==> config.mk <==
export PLATFORM = sky130hd
export DESIGN_NAME = wp_startup
export DESIGN_NICKNAME = d
export VERILOG_FILES = /design/src/wp_pkg.sv /design/src/wp_startup.sv /design/src/wp_fuse_store.sv
export SDC_FILE = /design/constraint.sdc
export NUM_CORES = 1
export LEC_CHECK = 0
export ABC_AREA = 1
export BUFFER_PORTS_ARGS = -buffer_cell sky130_fd_sc_hd__buf_2
export CORE_UTILIZATION = 34
export DETAILED_ROUTE_END_ITERATION = 10
export GPL_TIMING_DRIVEN = 0
export PLACE_DENSITY = 0.46
export SLEW_MARGIN = 10
export SYNTH_ARGS = -nofsm -noshare
export SYNTH_HDL_FRONTEND = slang
export SYNTH_SLANG_ARGS = --single-unit
export TNS_END_PERCENT = 5
==> constraint.sdc <==
create_clock -name clk_i -period 10.6 [get_ports clk_i]
set_input_delay 1.06 -clock clk_i [delete_from_list [all_inputs] [get_ports clk_i]]
set_output_delay 1.06 -clock clk_i [all_outputs]
set_load 0.01 [all_outputs]
==> src/wp_pkg.sv <==
/*
 * Shared constants for the write-protect and start-up block.
 * Assumes a byte-wide register port with bank select and an 8-bit offset.
 */
package wp_pkg;

	// ------------------------------------------------------------
	// Register offsets
	// ------------------------------------------------------------
	localparam logic [7:0] OFS_WRITE_LOCK_A = 8'hF1;
	localparam logic [7:0] OFS_WRITE_LOCK_B = 8'hF2;
	localparam logic [7:0] OFS_CHANNEL_LOCK_SELECT = 8'hF3;
	localparam logic [7:0] OFS_SUPERVISOR_CTRL = 8'h10;
	localparam logic [7:0] OFS_SUPERVISOR_MISC = 8'h11;
	localparam logic [7:0] OFS_SELFTEST_SETUP = 8'h12;
	localparam logic [7:0] OFS_CHANNEL_ENABLES = 8'h1E;
	localparam logic [7:0] OFS_RANGE_SCALE = 8'h1F;
	localparam logic [7:0] OFS_IRQ_EN_FIRST = 8'h20;
	localparam logic [7:0] OFS_IRQ_EN_LAST = 8'h25;
	localparam logic [7:0] OFS_SELFTEST_IRQ_ENABLES = 8'h24;
	localparam logic [7:0] OFS_AUTOMASK_UP = 8'h26;
	localparam logic [7:0] OFS_AUTOMASK_DOWN = 8'h27;
	localparam logic [7:0] OFS_ORDER_TIMEOUT_HI = 8'h28;
	localparam logic [7:0] OFS_ORDER_TIMEOUT_LO = 8'h29;
	localparam logic [7:0] OFS_UP_THRESHOLD_SELECT = 8'h2A;
	localparam logic [7:0] OFS_DOWN_THRESHOLD_SELECT = 8'h2B;
	localparam logic [7:0] OFS_SELFTEST_FLAGS = 8'h2C;
	localparam logic [7:0] OFS_SUPERVISOR_STATUS = 8'h2D;
	localparam logic [7:0] OFS_SELFTEST_RESULT = 8'h2E;
	localparam logic [7:0] OFS_CHAN_FIRST = 8'h30;
	localparam logic [7:0] OFS_CHAN_LAST = 8'h6F;
	localparam int CHAN_SHIFT = 3;

	// ------------------------------------------------------------
	// Field positions
	// ------------------------------------------------------------
	localparam int LOCK_RAIL_ORDER = 0;
	localparam int LOCK_CHANNEL = 1;
	localparam int LOCK_IRQ_ENABLE = 2;
	localparam int LOCK_CONFIG = 3;
	localparam int LOCK_STATUS = 4;
	localparam int LOCK_CONTROL = 5;
	localparam logic [7:0] LOCK_MASK = 8'h3F;
	localparam int CTRL_UNLOCK_ALL = 3;
	localparam int SETUP_CHECK_AT_POWERUP = 0;
	localparam int SETUP_CHECK_AT_SHUTDOWN = 1;
	localparam int TEN_DONE = 0;
	localparam int TEN_RESULT = 1;
	localparam int STAT_DONE = 0;
	localparam int STAT_FAILSAFE = 1;
	localparam int RES_SINGLE = 0;
	localparam int RES_DOUBLE = 1;
	localparam int RES_CHECK_FAIL = 2;
	localparam int RES_CHECK_RAN = 3;

	// ------------------------------------------------------------
	// Reset values and counts
	// ------------------------------------------------------------
	localparam logic [7:0] LOCK_RESET = 8'h00;
	localparam logic [7:0] CHANNEL_LOCK_RESET = 8'hFF;
	localparam logic [7:0] SETUP_RESET = 8'h01;
	localparam logic [7:0] TEN_RESET = 8'h03;
	localparam int FUSE_WORDS = 16;
	localparam logic [15:0] CHECK_CYCLES = 16'h0040;
	localparam logic [15:0] TIMEOUT_UNIT_CYCLES = 16'h00FA;

	typedef enum logic [2:0] {ST_CHECK, ST_LOAD, ST_STANDBY, ST_ACTIVE, ST_FAILSAFE} mode_e;

endpackage

==> src/wp_startup.sv <==
/*
 * Register write protection plus start-up sequencing: self check, fuse
 * load through SEC-DED, standby, active and failsafe.
 * Assumes a byte register port already decoded from the serial interface,
 * and run/low-power pins asynchronous to clk_i.
 */
//
// Functional notes
// - Group locked only if set in both locks
// - Lock bits: order,channel,irq,config,status,control
// - Locks apply only to bank one
// - Fixed register to group membership map
// - Channel select bits 7..0 map channels 8..1
// - Channel select resets to all ones
// - Lock registers reset to zero
// - Lock bits once set stay set until unlock-all
// - Unlock-all bit clears both locks
// - Locked control group blocks unlock-all
// - Powerup self check only if bit set
// - Run fall runs check if shutdown bit
// - Fuse load corrects single, flags double errors
// - During check: irq released, reset asserted, bus off
// - Good check: bus on, load, standby
// - Failure or double error: failsafe, assert outputs
// - Done flag, done irq, done status bit
// - Outputs after check follow result and enables
// - Four-bit result field reports outcome
// - Run rise starts order timeout timer
// - Low-power pin ignored until timeout expires
// - Standby when run low and check done
`timescale 1ns/1ns
module wp_startup #(
	parameter int CHECK_LEN = 64
) (
	input wire logic clk_i,
	input wire logic reset_out_n_i,
	input wire logic bank_one_i,
	input wire logic [7:0] addr_i,
	input wire logic [7:0] wdata_i,
	input wire logic wr_i,
	input wire logic rd_i,
	input wire logic check_fail_i,
	input wire logic run_req_i,
	input wire logic low_power_n_i,
	output logic [7:0] rdata_o,
	output logic bus_active_o,
	output logic fault_irq_n_o,
	output logic fault_irq_n_oe_o,
	output logic reset_out_n_o,
	output logic reset_out_n_oe_o,
	output logic tag_oe_o,
	output logic standby_o,
	output logic slow_ov_only_o,
	output logic timer_run_o,
	output logic sleep_entry_o,
	output logic sleep_exit_o
);
	// ------------------------------------------------------------
	// Functions
	// ------------------------------------------------------------
	// Syndrome decode for a 13-bit word: parity in bit 12, checks 11:8
	function automatic logic [12:0] secded(input logic [12:0] w);
		logic [3:0] syn;
		logic par;
		logic [7:0] d;
		syn = 4'h0;
		d = w[7:0];
		syn[0] = w[8] ^ d[0] ^ d[1] ^ d[3] ^ d[4] ^ d[6];
		syn[1] = w[9] ^ d[0] ^ d[2] ^ d[3] ^ d[5] ^ d[6];
		syn[2] = w[10] ^ d[1] ^ d[2] ^ d[3] ^ d[7];
		syn[3] = w[11] ^ d[4] ^ d[5] ^ d[6] ^ d[7];
		par = ^w;
		// Returns {double, single, data}
		if (syn != 4'h0 && !par) begin
			secded = {1'b1, 1'b0, 3'b000, d};
		end else if (par) begin
			case (syn)
				4'h3: d[0] = ~d[0];
				4'h5: d[1] = ~d[1];
				4'h6: d[2] = ~d[2];
				4'h7: d[3] = ~d[3];
				4'h9: d[4] = ~d[4];
				4'hA: d[5] = ~d[5];
				4'hB: d[6] = ~d[6];
				4'hC: d[7] = ~d[7];
				default: d = d;
			endcase
			secded = {1'b0, 1'b1, 3'b000, d};
		end else begin
			secded = {5'b00000, d};
		end
	endfunction

	// ------------------------------------------------------------
	// Pin synchronisers
	// ------------------------------------------------------------
	logic [2:0] run_sync_reg;
	logic [2:0] lp_sync_reg;
	logic run_reg;
	logic lp_reg;
	logic run_next;
	logic lp_next;

	// Change accepted only when second and third stages agree
	always_comb begin
		run_next = (run_sync_reg[1] == run_sync_reg[2]) ? run_sync_reg[2] : run_reg;
		lp_next = (lp_sync_reg[1] == lp_sync_reg[2]) ? lp_sync_reg[2] : lp_reg;
	end

	always_ff @(posedge clk_i) begin
		if (!reset_out_n_i) begin
			run_sync_reg <= 3'b000;
			lp_sync_reg <= 3'b111;
			run_reg <= 1'b0;
			lp_reg <= 1'b1;
		end else begin
			run_sync_reg <= {run_sync_reg[1:0], run_req_i};
			lp_sync_reg <= {lp_sync_reg[1:0], low_power_n_i};
			run_reg <= run_next;
			lp_reg <= lp_next;
		end
	end

	// ------------------------------------------------------------
	// Registers and protection
	// ------------------------------------------------------------
	logic [7:0] lock_a_reg, lock_a_next, lock_b_reg, lock_b_next;
	logic [7:0] chsel_reg, chsel_next, ctrl_reg, ctrl_next, misc_reg, misc_next;
	logic [7:0] setup_reg, setup_next, ten_reg, ten_next, flags_reg, flags_next;
	logic [7:0] tout_hi_reg, tout_hi_next, tout_lo_reg, tout_lo_next;
	logic [7:0] result_reg, result_next;
	logic [7:0] rdata_reg, rdata_next;
	// One stored byte per channel; all offsets of a channel alias onto it
	logic [7:0] chan_reg [8];
	logic [7:0] chan_next [8];
	wp_pkg::mode_e state_reg, state_next;
	logic check_done_reg, check_done_next;
	logic [7:0] locked;
	logic [4:0] group;
	logic [2:0] chan;
	logic is_chan;
	logic prot;
	logic wr_ok;
	logic done_evt;
	logic fail_evt;

	assign locked = lock_a_reg & lock_b_reg;
	assign is_chan = addr_i >= wp_pkg::OFS_CHAN_FIRST && addr_i <= wp_pkg::OFS_CHAN_LAST;
	assign chan = 3'((addr_i - wp_pkg::OFS_CHAN_FIRST) >> wp_pkg::CHAN_SHIFT);

	// Group lookup; vendor control and bank select fall through unprotected
	always_comb begin
		group = 5'd31;
		if (addr_i == wp_pkg::OFS_SUPERVISOR_CTRL) begin
			group = 5'(wp_pkg::LOCK_CONTROL);
		end else if (addr_i == wp_pkg::OFS_SUPERVISOR_MISC || addr_i == wp_pkg::OFS_SELFTEST_SETUP
			|| addr_i == wp_pkg::OFS_CHANNEL_ENABLES || addr_i == wp_pkg::OFS_RANGE_SCALE) begin
			group = 5'(wp_pkg::LOCK_CONFIG);
		end else if ((addr_i >= wp_pkg::OFS_IRQ_EN_FIRST && addr_i <= wp_pkg::OFS_IRQ_EN_LAST)
			|| addr_i == wp_pkg::OFS_AUTOMASK_UP || addr_i == wp_pkg::OFS_AUTOMASK_DOWN) begin
			group = 5'(wp_pkg::LOCK_IRQ_ENABLE);
		end else if (addr_i >= wp_pkg::OFS_ORDER_TIMEOUT_HI && addr_i <= wp_pkg::OFS_DOWN_THRESHOLD_SELECT) begin
			group = 5'(wp_pkg::LOCK_RAIL_ORDER);
		end else if (is_chan) begin
			group = 5'(wp_pkg::LOCK_CHANNEL);
		end
	end

	// Channel settings lock only for selected channels
	always_comb begin
		prot = 1'b0;
		if (bank_one_i && group != 5'd31) begin
			if (group == 5'(wp_pkg::LOCK_CHANNEL)) begin
				prot = locked[wp_pkg::LOCK_CHANNEL] & chsel_reg[chan];
			end else begin
				prot = locked[group[2:0]];
			end
		end
	end

	assign wr_ok = wr_i && bus_active_o && !prot;

	// Register next values
	always_comb begin
		lock_a_next = lock_a_reg;
		lock_b_next = lock_b_reg;
		chsel_next = chsel_reg;
		ctrl_next = ctrl_reg;
		misc_next = misc_reg;
		setup_next = setup_reg;
		ten_next = ten_reg;
		flags_next = flags_reg;
		tout_hi_next = tout_hi_reg;
		tout_lo_next = tout_lo_reg;
		rdata_next = rdata_reg;
		chan_next = chan_reg;
		if (wr_ok) begin
			if (addr_i == wp_pkg::OFS_WRITE_LOCK_A) begin
				lock_a_next = lock_a_reg | (wdata_i & wp_pkg::LOCK_MASK);
			end else if (addr_i == wp_pkg::OFS_WRITE_LOCK_B) begin
				lock_b_next = lock_b_reg | (wdata_i & wp_pkg::LOCK_MASK);
			end else if (addr_i == wp_pkg::OFS_CHANNEL_LOCK_SELECT) begin
				chsel_next = wdata_i;
			end else if (addr_i == wp_pkg::OFS_SUPERVISOR_CTRL) begin
				ctrl_next = wdata_i & ~(8'h01 << wp_pkg::CTRL_UNLOCK_ALL);
				// Blocked by prot when control group locked
				if (wdata_i[wp_pkg::CTRL_UNLOCK_ALL]) begin
					lock_a_next = wp_pkg::LOCK_RESET;
					lock_b_next = wp_pkg::LOCK_RESET;
				end
			end else if (addr_i == wp_pkg::OFS_SUPERVISOR_MISC) begin
				misc_next = wdata_i;
			end else if (addr_i == wp_pkg::OFS_SELFTEST_SETUP) begin
				setup_next = wdata_i;
			end else if (addr_i == wp_pkg::OFS_SELFTEST_IRQ_ENABLES) begin
				ten_next = wdata_i;
			end else if (addr_i == wp_pkg::OFS_SELFTEST_FLAGS) begin
				flags_next = flags_reg & ~wdata_i;
			end else if (addr_i == wp_pkg::OFS_ORDER_TIMEOUT_HI) begin
				tout_hi_next = wdata_i;
			end else if (addr_i == wp_pkg::OFS_ORDER_TIMEOUT_LO) begin
				tout_lo_next = wdata_i;
			end else if (is_chan) begin
				chan_next[chan] = wdata_i;
			end
		end
		// Hardware set wins over a clear in the same cycle
		if (done_evt) begin
			flags_next[wp_pkg::TEN_DONE] = 1'b1;
			flags_next[wp_pkg::TEN_RESULT] = flags_next[wp_pkg::TEN_RESULT] | fail_evt;
		end
		if (rd_i && bus_active_o) begin
			if (addr_i == wp_pkg::OFS_WRITE_LOCK_A) begin
				rdata_next = lock_a_reg;
			end else if (addr_i == wp_pkg::OFS_WRITE_LOCK_B) begin
				rdata_next = lock_b_reg;
			end else if (addr_i == wp_pkg::OFS_CHANNEL_LOCK_SELECT) begin
				rdata_next = chsel_reg;
			end else if (addr_i == wp_pkg::OFS_SUPERVISOR_CTRL) begin
				rdata_next = ctrl_reg;
			end else if (addr_i == wp_pkg::OFS_SELFTEST_SETUP) begin
				rdata_next = setup_reg;
			end else if (addr_i == wp_pkg::OFS_SELFTEST_IRQ_ENABLES) begin
				rdata_next = ten_reg;
			end else if (addr_i == wp_pkg::OFS_SELFTEST_FLAGS) begin
				rdata_next = flags_reg;
			end else if (addr_i == wp_pkg::OFS_SUPERVISOR_STATUS) begin
				rdata_next = {6'h00, state_reg == wp_pkg::ST_FAILSAFE, check_done_reg};
			end else if (addr_i == wp_pkg::OFS_SELFTEST_RESULT) begin
				rdata_next = result_reg;
			end else if (addr_i == wp_pkg::OFS_SUPERVISOR_MISC) begin
				rdata_next = misc_reg;
			end else if (is_chan) begin
				rdata_next = chan_reg[chan];
			end else begin
				rdata_next = 8'h00;
			end
		end
	end

	// ------------------------------------------------------------
	// Start-up state machine
	// ------------------------------------------------------------
	logic [15:0] cnt_reg, cnt_next;
	logic [3:0] faddr_reg, faddr_next;
	logic first_reg, first_next;
	logic irq_reg, irq_next, rst_reg, rst_next;
	logic tout_reg, tout_next, run_d_reg, lp_d_reg;
	logic [23:0] tcnt_reg, tcnt_next;
	logic [12:0] fword;
	logic [12:0] fdec;

	wp_fuse_store #(.DEPTH(wp_pkg::FUSE_WORDS), .AW(4)) u_fuse (
		.clk_i(clk_i),
		.addr_i(faddr_reg),
		.data_o(fword)
	);

	assign fdec = secded(fword);

	always_comb begin
		state_next = state_reg;
		cnt_next = cnt_reg;
		faddr_next = faddr_reg;
		check_done_next = check_done_reg;
		first_next = 1'b0;
		irq_next = irq_reg;
		rst_next = rst_reg;
		result_next = result_reg;
		done_evt = 1'b0;
		fail_evt = 1'b0;
		case (state_reg)
			wp_pkg::ST_CHECK: begin
				// Irq released, reset held, bus idle
				irq_next = 1'b0;
				rst_next = 1'b1;
				if (first_reg && !setup_reg[wp_pkg::SETUP_CHECK_AT_POWERUP]) begin
					state_next = wp_pkg::ST_LOAD;
					rst_next = 1'b0;
					faddr_next = 4'h0;
				end else if (cnt_reg == 16'(CHECK_LEN - 1) || check_fail_i) begin
					done_evt = 1'b1;
					fail_evt = check_fail_i;
					check_done_next = 1'b1;
					result_next[wp_pkg::RES_CHECK_RAN] = 1'b1;
					result_next[wp_pkg::RES_CHECK_FAIL] = check_fail_i;
					// Pins follow result and enables
					irq_next = ten_reg[wp_pkg::TEN_DONE] | (check_fail_i & ten_reg[wp_pkg::TEN_RESULT]);
					rst_next = check_fail_i & ten_reg[wp_pkg::TEN_RESULT];
					state_next = check_fail_i ? wp_pkg::ST_FAILSAFE : wp_pkg::ST_LOAD;
					faddr_next = 4'h0;
					cnt_next = 16'h0000;
				end else begin
					cnt_next = cnt_reg + 16'h0001;
				end
			end
			wp_pkg::ST_LOAD: begin
				// Bus already active here
				cnt_next = cnt_reg + 16'h0001;
				if (cnt_reg != 16'h0000) begin
					result_next[wp_pkg::RES_SINGLE] = result_reg[wp_pkg::RES_SINGLE] | fdec[11];
					faddr_next = faddr_reg + 4'h1;
					if (fdec[12]) begin
						result_next[wp_pkg::RES_DOUBLE] = 1'b1;
						irq_next = 1'b1;
						rst_next = 1'b1;
						state_next = wp_pkg::ST_FAILSAFE;
					end else if (faddr_reg == 4'(wp_pkg::FUSE_WORDS - 1)) begin
						check_done_next = 1'b1;
						state_next = wp_pkg::ST_STANDBY;
					end
				end
			end
			wp_pkg::ST_STANDBY: begin
				if (run_reg) begin
					state_next = wp_pkg::ST_ACTIVE;
				end
			end
			wp_pkg::ST_ACTIVE: begin
				if (!run_reg) begin
					// Shutdown check on leaving active
					if (setup_reg[wp_pkg::SETUP_CHECK_AT_SHUTDOWN]) begin
						state_next = wp_pkg::ST_CHECK;
						cnt_next = 16'h0000;
						// Pins take check levels on entry, not one cycle late
						irq_next = 1'b0;
						rst_next = 1'b1;
					end else begin
						state_next = wp_pkg::ST_STANDBY;
					end
				end
			end
			default: begin
				// Failsafe holds both outputs until power cycle
				irq_next = 1'b1;
				rst_next = 1'b1;
			end
		endcase
	end

	// Order timeout timer and low-power qualification
	always_comb begin
		tcnt_next = tcnt_reg;
		tout_next = tout_reg;
		if (!run_reg) begin
			tout_next = 1'b0;
			tcnt_next = 24'h000000;
		end else if (!run_d_reg) begin
			tcnt_next = 24'({tout_hi_reg, tout_lo_reg}) * 24'(wp_pkg::TIMEOUT_UNIT_CYCLES);
			tout_next = 1'b0;
		end else if (tcnt_reg != 24'h000000) begin
			tcnt_next = tcnt_reg - 24'h000001;
		end else begin
			tout_next = 1'b1;
		end
	end

	always_ff @(posedge clk_i) begin
		if (!reset_out_n_i) begin
			lock_a_reg <= wp_pkg::LOCK_RESET;
			lock_b_reg <= wp_pkg::LOCK_RESET;
			chsel_reg <= wp_pkg::CHANNEL_LOCK_RESET;
			ctrl_reg <= 8'h00;
			misc_reg <= 8'h00;
			setup_reg <= wp_pkg::SETUP_RESET;
			ten_reg <= wp_pkg::TEN_RESET;
			flags_reg <= 8'h00;
			tout_hi_reg <= 8'h00;
			tout_lo_reg <= 8'h00;
			result_reg <= 8'h00;
			chan_reg <= '{default: 8'h00};
			rdata_reg <= 8'h00;
			state_reg <= wp_pkg::ST_CHECK;
			cnt_reg <= 16'h0000;
			faddr_reg <= 4'h0;
			check_done_reg <= 1'b0;
			first_reg <= 1'b1;
			irq_reg <= 1'b0;
			rst_reg <= 1'b1;
			tcnt_reg <= 24'h000000;
			tout_reg <= 1'b0;
			run_d_reg <= 1'b0;
			lp_d_reg <= 1'b1;
		end else begin
			lock_a_reg <= lock_a_next;
			lock_b_reg <= lock_b_next;
			chsel_reg <= chsel_next;
			ctrl_reg <= ctrl_next;
			misc_reg <= misc_next;
			setup_reg <= setup_next;
			ten_reg <= ten_next;
			flags_reg <= flags_next;
			tout_hi_reg <= tout_hi_next;
			tout_lo_reg <= tout_lo_next;
			result_reg <= result_next;
			chan_reg <= chan_next;
			rdata_reg <= rdata_next;
			state_reg <= state_next;
			cnt_reg <= cnt_next;
			faddr_reg <= faddr_next;
			check_done_reg <= check_done_next;
			first_reg <= first_next;
			irq_reg <= irq_next;
			rst_reg <= rst_next;
			tcnt_reg <= tcnt_next;
			tout_reg <= tout_next;
			run_d_reg <= run_reg;
			lp_d_reg <= lp_reg;
		end
	end

	// ------------------------------------------------------------
	// Outputs from flip-flops; fault_irq_n_o and reset_out_n_o tied low
	// ------------------------------------------------------------
	logic [8:0] out_reg;
	logic [8:0] out_next;

	// Sleep edges honoured only once timeout has expired
	always_comb begin
		out_next[0] = state_next != wp_pkg::ST_CHECK;
		out_next[1] = state_next == wp_pkg::ST_STANDBY;
		out_next[2] = state_next == wp_pkg::ST_STANDBY;
		out_next[3] = run_reg && !tout_next;
		out_next[4] = run_reg && tout_reg && lp_d_reg && !lp_reg;
		out_next[5] = run_reg && tout_reg && !lp_d_reg && lp_reg;
		out_next[6] = state_next != wp_pkg::ST_CHECK; // tag pin released in check
		out_next[7] = irq_next;
		out_next[8] = rst_next;
	end

	always_ff @(posedge clk_i) begin
		if (!reset_out_n_i) begin
			out_reg <= 9'h100;
		end else begin
			out_reg <= out_next;
		end
	end

	assign bus_active_o = out_reg[0];
	assign standby_o = out_reg[1];
	assign slow_ov_only_o = out_reg[2];
	assign timer_run_o = out_reg[3];
	assign sleep_entry_o = out_reg[4];
	assign sleep_exit_o = out_reg[5];
	assign tag_oe_o = out_reg[6];
	assign fault_irq_n_o = 1'b0;
	assign fault_irq_n_oe_o = out_reg[7];
	assign reset_out_n_o = 1'b0;
	assign reset_out_n_oe_o = out_reg[8];
	assign rdata_o = rdata_reg;
endmodule

==> src/wp_fuse_store.sv <==
/*
 * Fuse storage model: word array with registered read data, 13-bit words
 * (8 data + 5 check). Assumes contents are programmed by initial values.
 */
`timescale 1ns/1ns
module wp_fuse_store #(
	parameter int DEPTH = 16,
	parameter int AW = 4
) (
	input wire logic clk_i,
	input wire logic [AW-1:0] addr_i,
	output logic [12:0] data_o
);
	logic [12:0] mem [DEPTH];
	logic [12:0] data_reg;

	// Blank fuses read as zero, which is a valid codeword
	initial begin
		for (int i = 0; i < DEPTH; i++) begin
			mem[i] = 13'h0000;
		end
	end

	// Registered read keeps the fuse path off the decode path
	always_ff @(posedge clk_i) begin
		data_reg <= mem[addr_i];
	end

	assign data_o = data_reg;
endmodule

==> summary.txt <==
Nets = 2118
Fin crit share = 45.8%
Max incr delay on CP = 0.54 ns
Worst-path clk slew = 0.06 ns
Later-pin clock latency in the skew report = 0.57 ns
F_max = 206 MHz
Simple-Gate Fraction of Synth Area = 28.4%
Mapped Area = 0.0133 mm2
Die area = 0.0400 mm2
Boundary Pins = 43
XOR/XNOR Fraction of Synth Area = 1.64%
Initial antenna violation count = 0
Critical Path Sink Type = register
Placeable Area = 0.0386 mm2
Commonest cells after routing, fill and taps aside = 410 x nand2_1, 297 x nor2_1, 260 x inv_1
Most common cell after layout, fill and taps aside = nand2_1
Crit-path most repeated cell = nand2_1
Outcome = finished, final reports clean
Critical path class = in2reg
DRT iter0 DRCs = 653
Ys flop type = dfxtp_1
Post-synthesis sequential area ratio = 32.5%
DRT Pass-1 Iters = 5
Max Buffers Root-to-Sink = 3
Placed instance area = 0.0141 mm2
Num rows = 72
Peak supply drop = 0.113 mV
CP cell instances = buf_2 -> buf_2 -> inv_1 -> clkbuf_1 -> clkbuf_1 -> ha_1 -> clkbuf_1 -> clkinv_1 -> nand2_1 -> nand2_1 -> nand3_1 -> nand2_1 -> nand2_1 -> nand2_1 -> nand2_1 -> nand2_1 -> nand2_1 -> nand3_1 -> nor2_1 -> inv_1 -> nor2_1 -> nor2_1
Fin. max-slew vios = 0
Largest net degree at the start of global routing = 14
Crit path max fanout = 11
Share of layout cells above drive strength 1 = 6.22%
RePlAce Congestion = 0.870
Post-CTS setup buffers = 0
Period minus WS final = 4.85 ns
# diodes = 0
Largest family of logic cells by synthesized area = simple AND/OR/NAND/NOR gates
Crit path DAT = 5.31 ns
CP max-delay cell = nor2_1
Pwr/cell area = 131 mW/mm2
Worst Skew = 0.0288 ns
Post-synth EDFFs = 0
Setup-failing EPs final = 0
DRC = 0
Mux share of post-synthesis cell area = 0%
Yosys reg bits = 216
Global-route wire length before repair = 64700 um
Max-cap violation count = 0
Final hold slack = 0.414 ns
Final hold violation count = 0
All-Layer GR Usage = 20.9%
Via-per-instance ratio = 4.84
Leak = 6.81 nW
CP Launch Type = primary input
Hold buffer count at cts = 0
RSZ-0062 raised after global routing = false
Worst slew margin = 22.6%
Fin area = 0.0150 mm2
Slew @ Worst Pin = 1.16 ns
Synth unique cells = 56
Post-Synth Adder-Cell Area = 13.9%
TritonCTS clock tree = built
Post-cts resize count = 0
Placed wire-length estimate = 31200 um
Die width = 200 um
Yosys warnings = 0
Delay-heaviest family, CP = buffers and inverters
Final WL = 40700 um
Clk root buf = clkbuf_16
Worst hold-check path type = reg2reg
Via count = 12100
Initial core utilization = 34.5%
DR WL/cell = 16.2 um
Post-synthesis compound-gate area fraction = 13.4%
Avg Inst Size Synth = 6.96 um2
Async SR Flop Fraction = 0%
Vias in the first global route = 11700
Gr ovfl total = 0
Largest register FFs = 64
Die H = 200 um
Critical Path RT = 11.06 ns
Post-route setup TNS = 0 ns
IO buf count = 34
Post-route antenna net violation count = 0
Post-Syn Instances = 1914
CTS buffer count = 27
Sink Count = 216
Area growth from synthesis to layout = 12.6%
Buffers and inverters on the worst path = 8
H-tree depth = 1
## kinds of logic (layout without fill, tap and decap cells)
| kind of cell | after synthesis | count (layout) |
|---|---|---|
| AOI/OAI and AO/OA | 314 | 314 |
| xor gates and xnor gates | 25 | 25 |
| adders and majority gates | 116 | 116 |
| buffers and inverters | 343 | 422 |
| DFF | 216 | 216 |
| other | 1 | 2 |
| and+or+nand+nor | 899 | 899 |
## metrics by stage
step	setup slack [ns]	total power, mW	instances	utilization (%)
after floorplan	6.39	0.992	1915	-
after global placement	5.14	1.07	2467	36.6
after detailed placement	5.13	1.07	2467	36.6
after CTS	5.72	1.99	2512	38.8
after global routing	5.36	2.05	2512	38.8
final	5.75	1.97	2512	38.8
## metal layers
| layer | vias to the layer above | part of all wire (%) | global-route usage [%] |
|---|---|---|---|
| li1 | 6265 | - | - |
| met1 | 5594 | 45 | 26.8 |
| met2 | 216 | 47 | 36.1 |
| met3 | 73 | 3.8 | 2.70 |
| met4 | 0 | 3.4 | 7.04 |
| met5 | - | 0 | 0 |
## cells in the mapped netlist, types with 4 or more instances
library cell | count | area share (%)
a211oi_1 | 4 | 0.23
a21oi_1 | 145 | 5.4
a221oi_1 | 8 | 0.53
a31oi_1 | 5 | 0.23
and3_1 | 6 | 0.28
buf_1 | 13 | 0.37
buf_2 | 13 | 0.49
buf_4 | 8 | 0.45
clkbuf_1 | 42 | 1.2
dfxtp_1 | 216 | 32
fa_1 | 54 | 8.1
ha_1 | 62 | 5.8
inv_1 | 260 | 7.3
nand2_1 | 410 | 12
nand3_1 | 79 | 3.0
nand3b_2 | 4 | 0.34
nand4_1 | 46 | 2.2
nor2_1 | 297 | 8.4
nor3_1 | 30 | 1.1
nor4_1 | 5 | 0.23
o211ai_1 | 19 | 1.1
o21ai_0 | 94 | 3.5
o21bai_1 | 7 | 0.39
o22ai_1 | 6 | 0.28
or2_2 | 8 | 0.38
xnor2_1 | 9 | 0.59
xor2_1 | 16 | 1.1
## worst reg2reg max path, stage by stage, from the launching register on
cell and delay, ns:
dfxtp_1 0.38, inv_1 0.18, fa_1 0.53, fa_1 0.51
inv_1 0.05, fa_1 0.49, inv_1 0.05, fa_1 0.50
inv_1 0.04, ha_1 0.34, nand2_1 0.12, nor4_1 0.44
nand4_1 0.25, nand3_1 0.18, nand2_1 0.06, nand2_1 0.06
or2_2 0.10, nand3_1 0.06, nand3_1 0.10, inv_1 0.04
## final timing paths
kind	startpoint	end	slack [ns]	depth (start not counted)
max	addr_i[4]	setup_reg[4]	5.75	22
min	run_sync_reg[0]	run_sync_reg[1]	0.41	2
max reg2reg	tout_hi_reg[1]	tcnt_reg[23]	6.00	19
min reg2reg	run_sync_reg[0]	run_sync_reg[1]	0.41	2
## report_power, final
group / switching (mW) / internal [mW] / leakage, nW / total (mW)
clock network: 0.369 / 0.543 / 0.424 / 0.912
logic: 0.150 / 0.0591 / 4.64 / 0.210
registers: 0.0131 / 0.831 / 1.75 / 0.844
total: 0.532 / 1.43 / 6.81 / 1.97
## layout make-up
class	count	area, um2
fillers	4174	23600
multi-input cells	1356	7650
flip-flops and latches	216	4320
inverters	265	995
clock buffers	41	808
well taps	518	648
plain buffers	78	354
repair buffers	34	170
clock inverters	4	52.6
(Power assumes the default switching activity.)
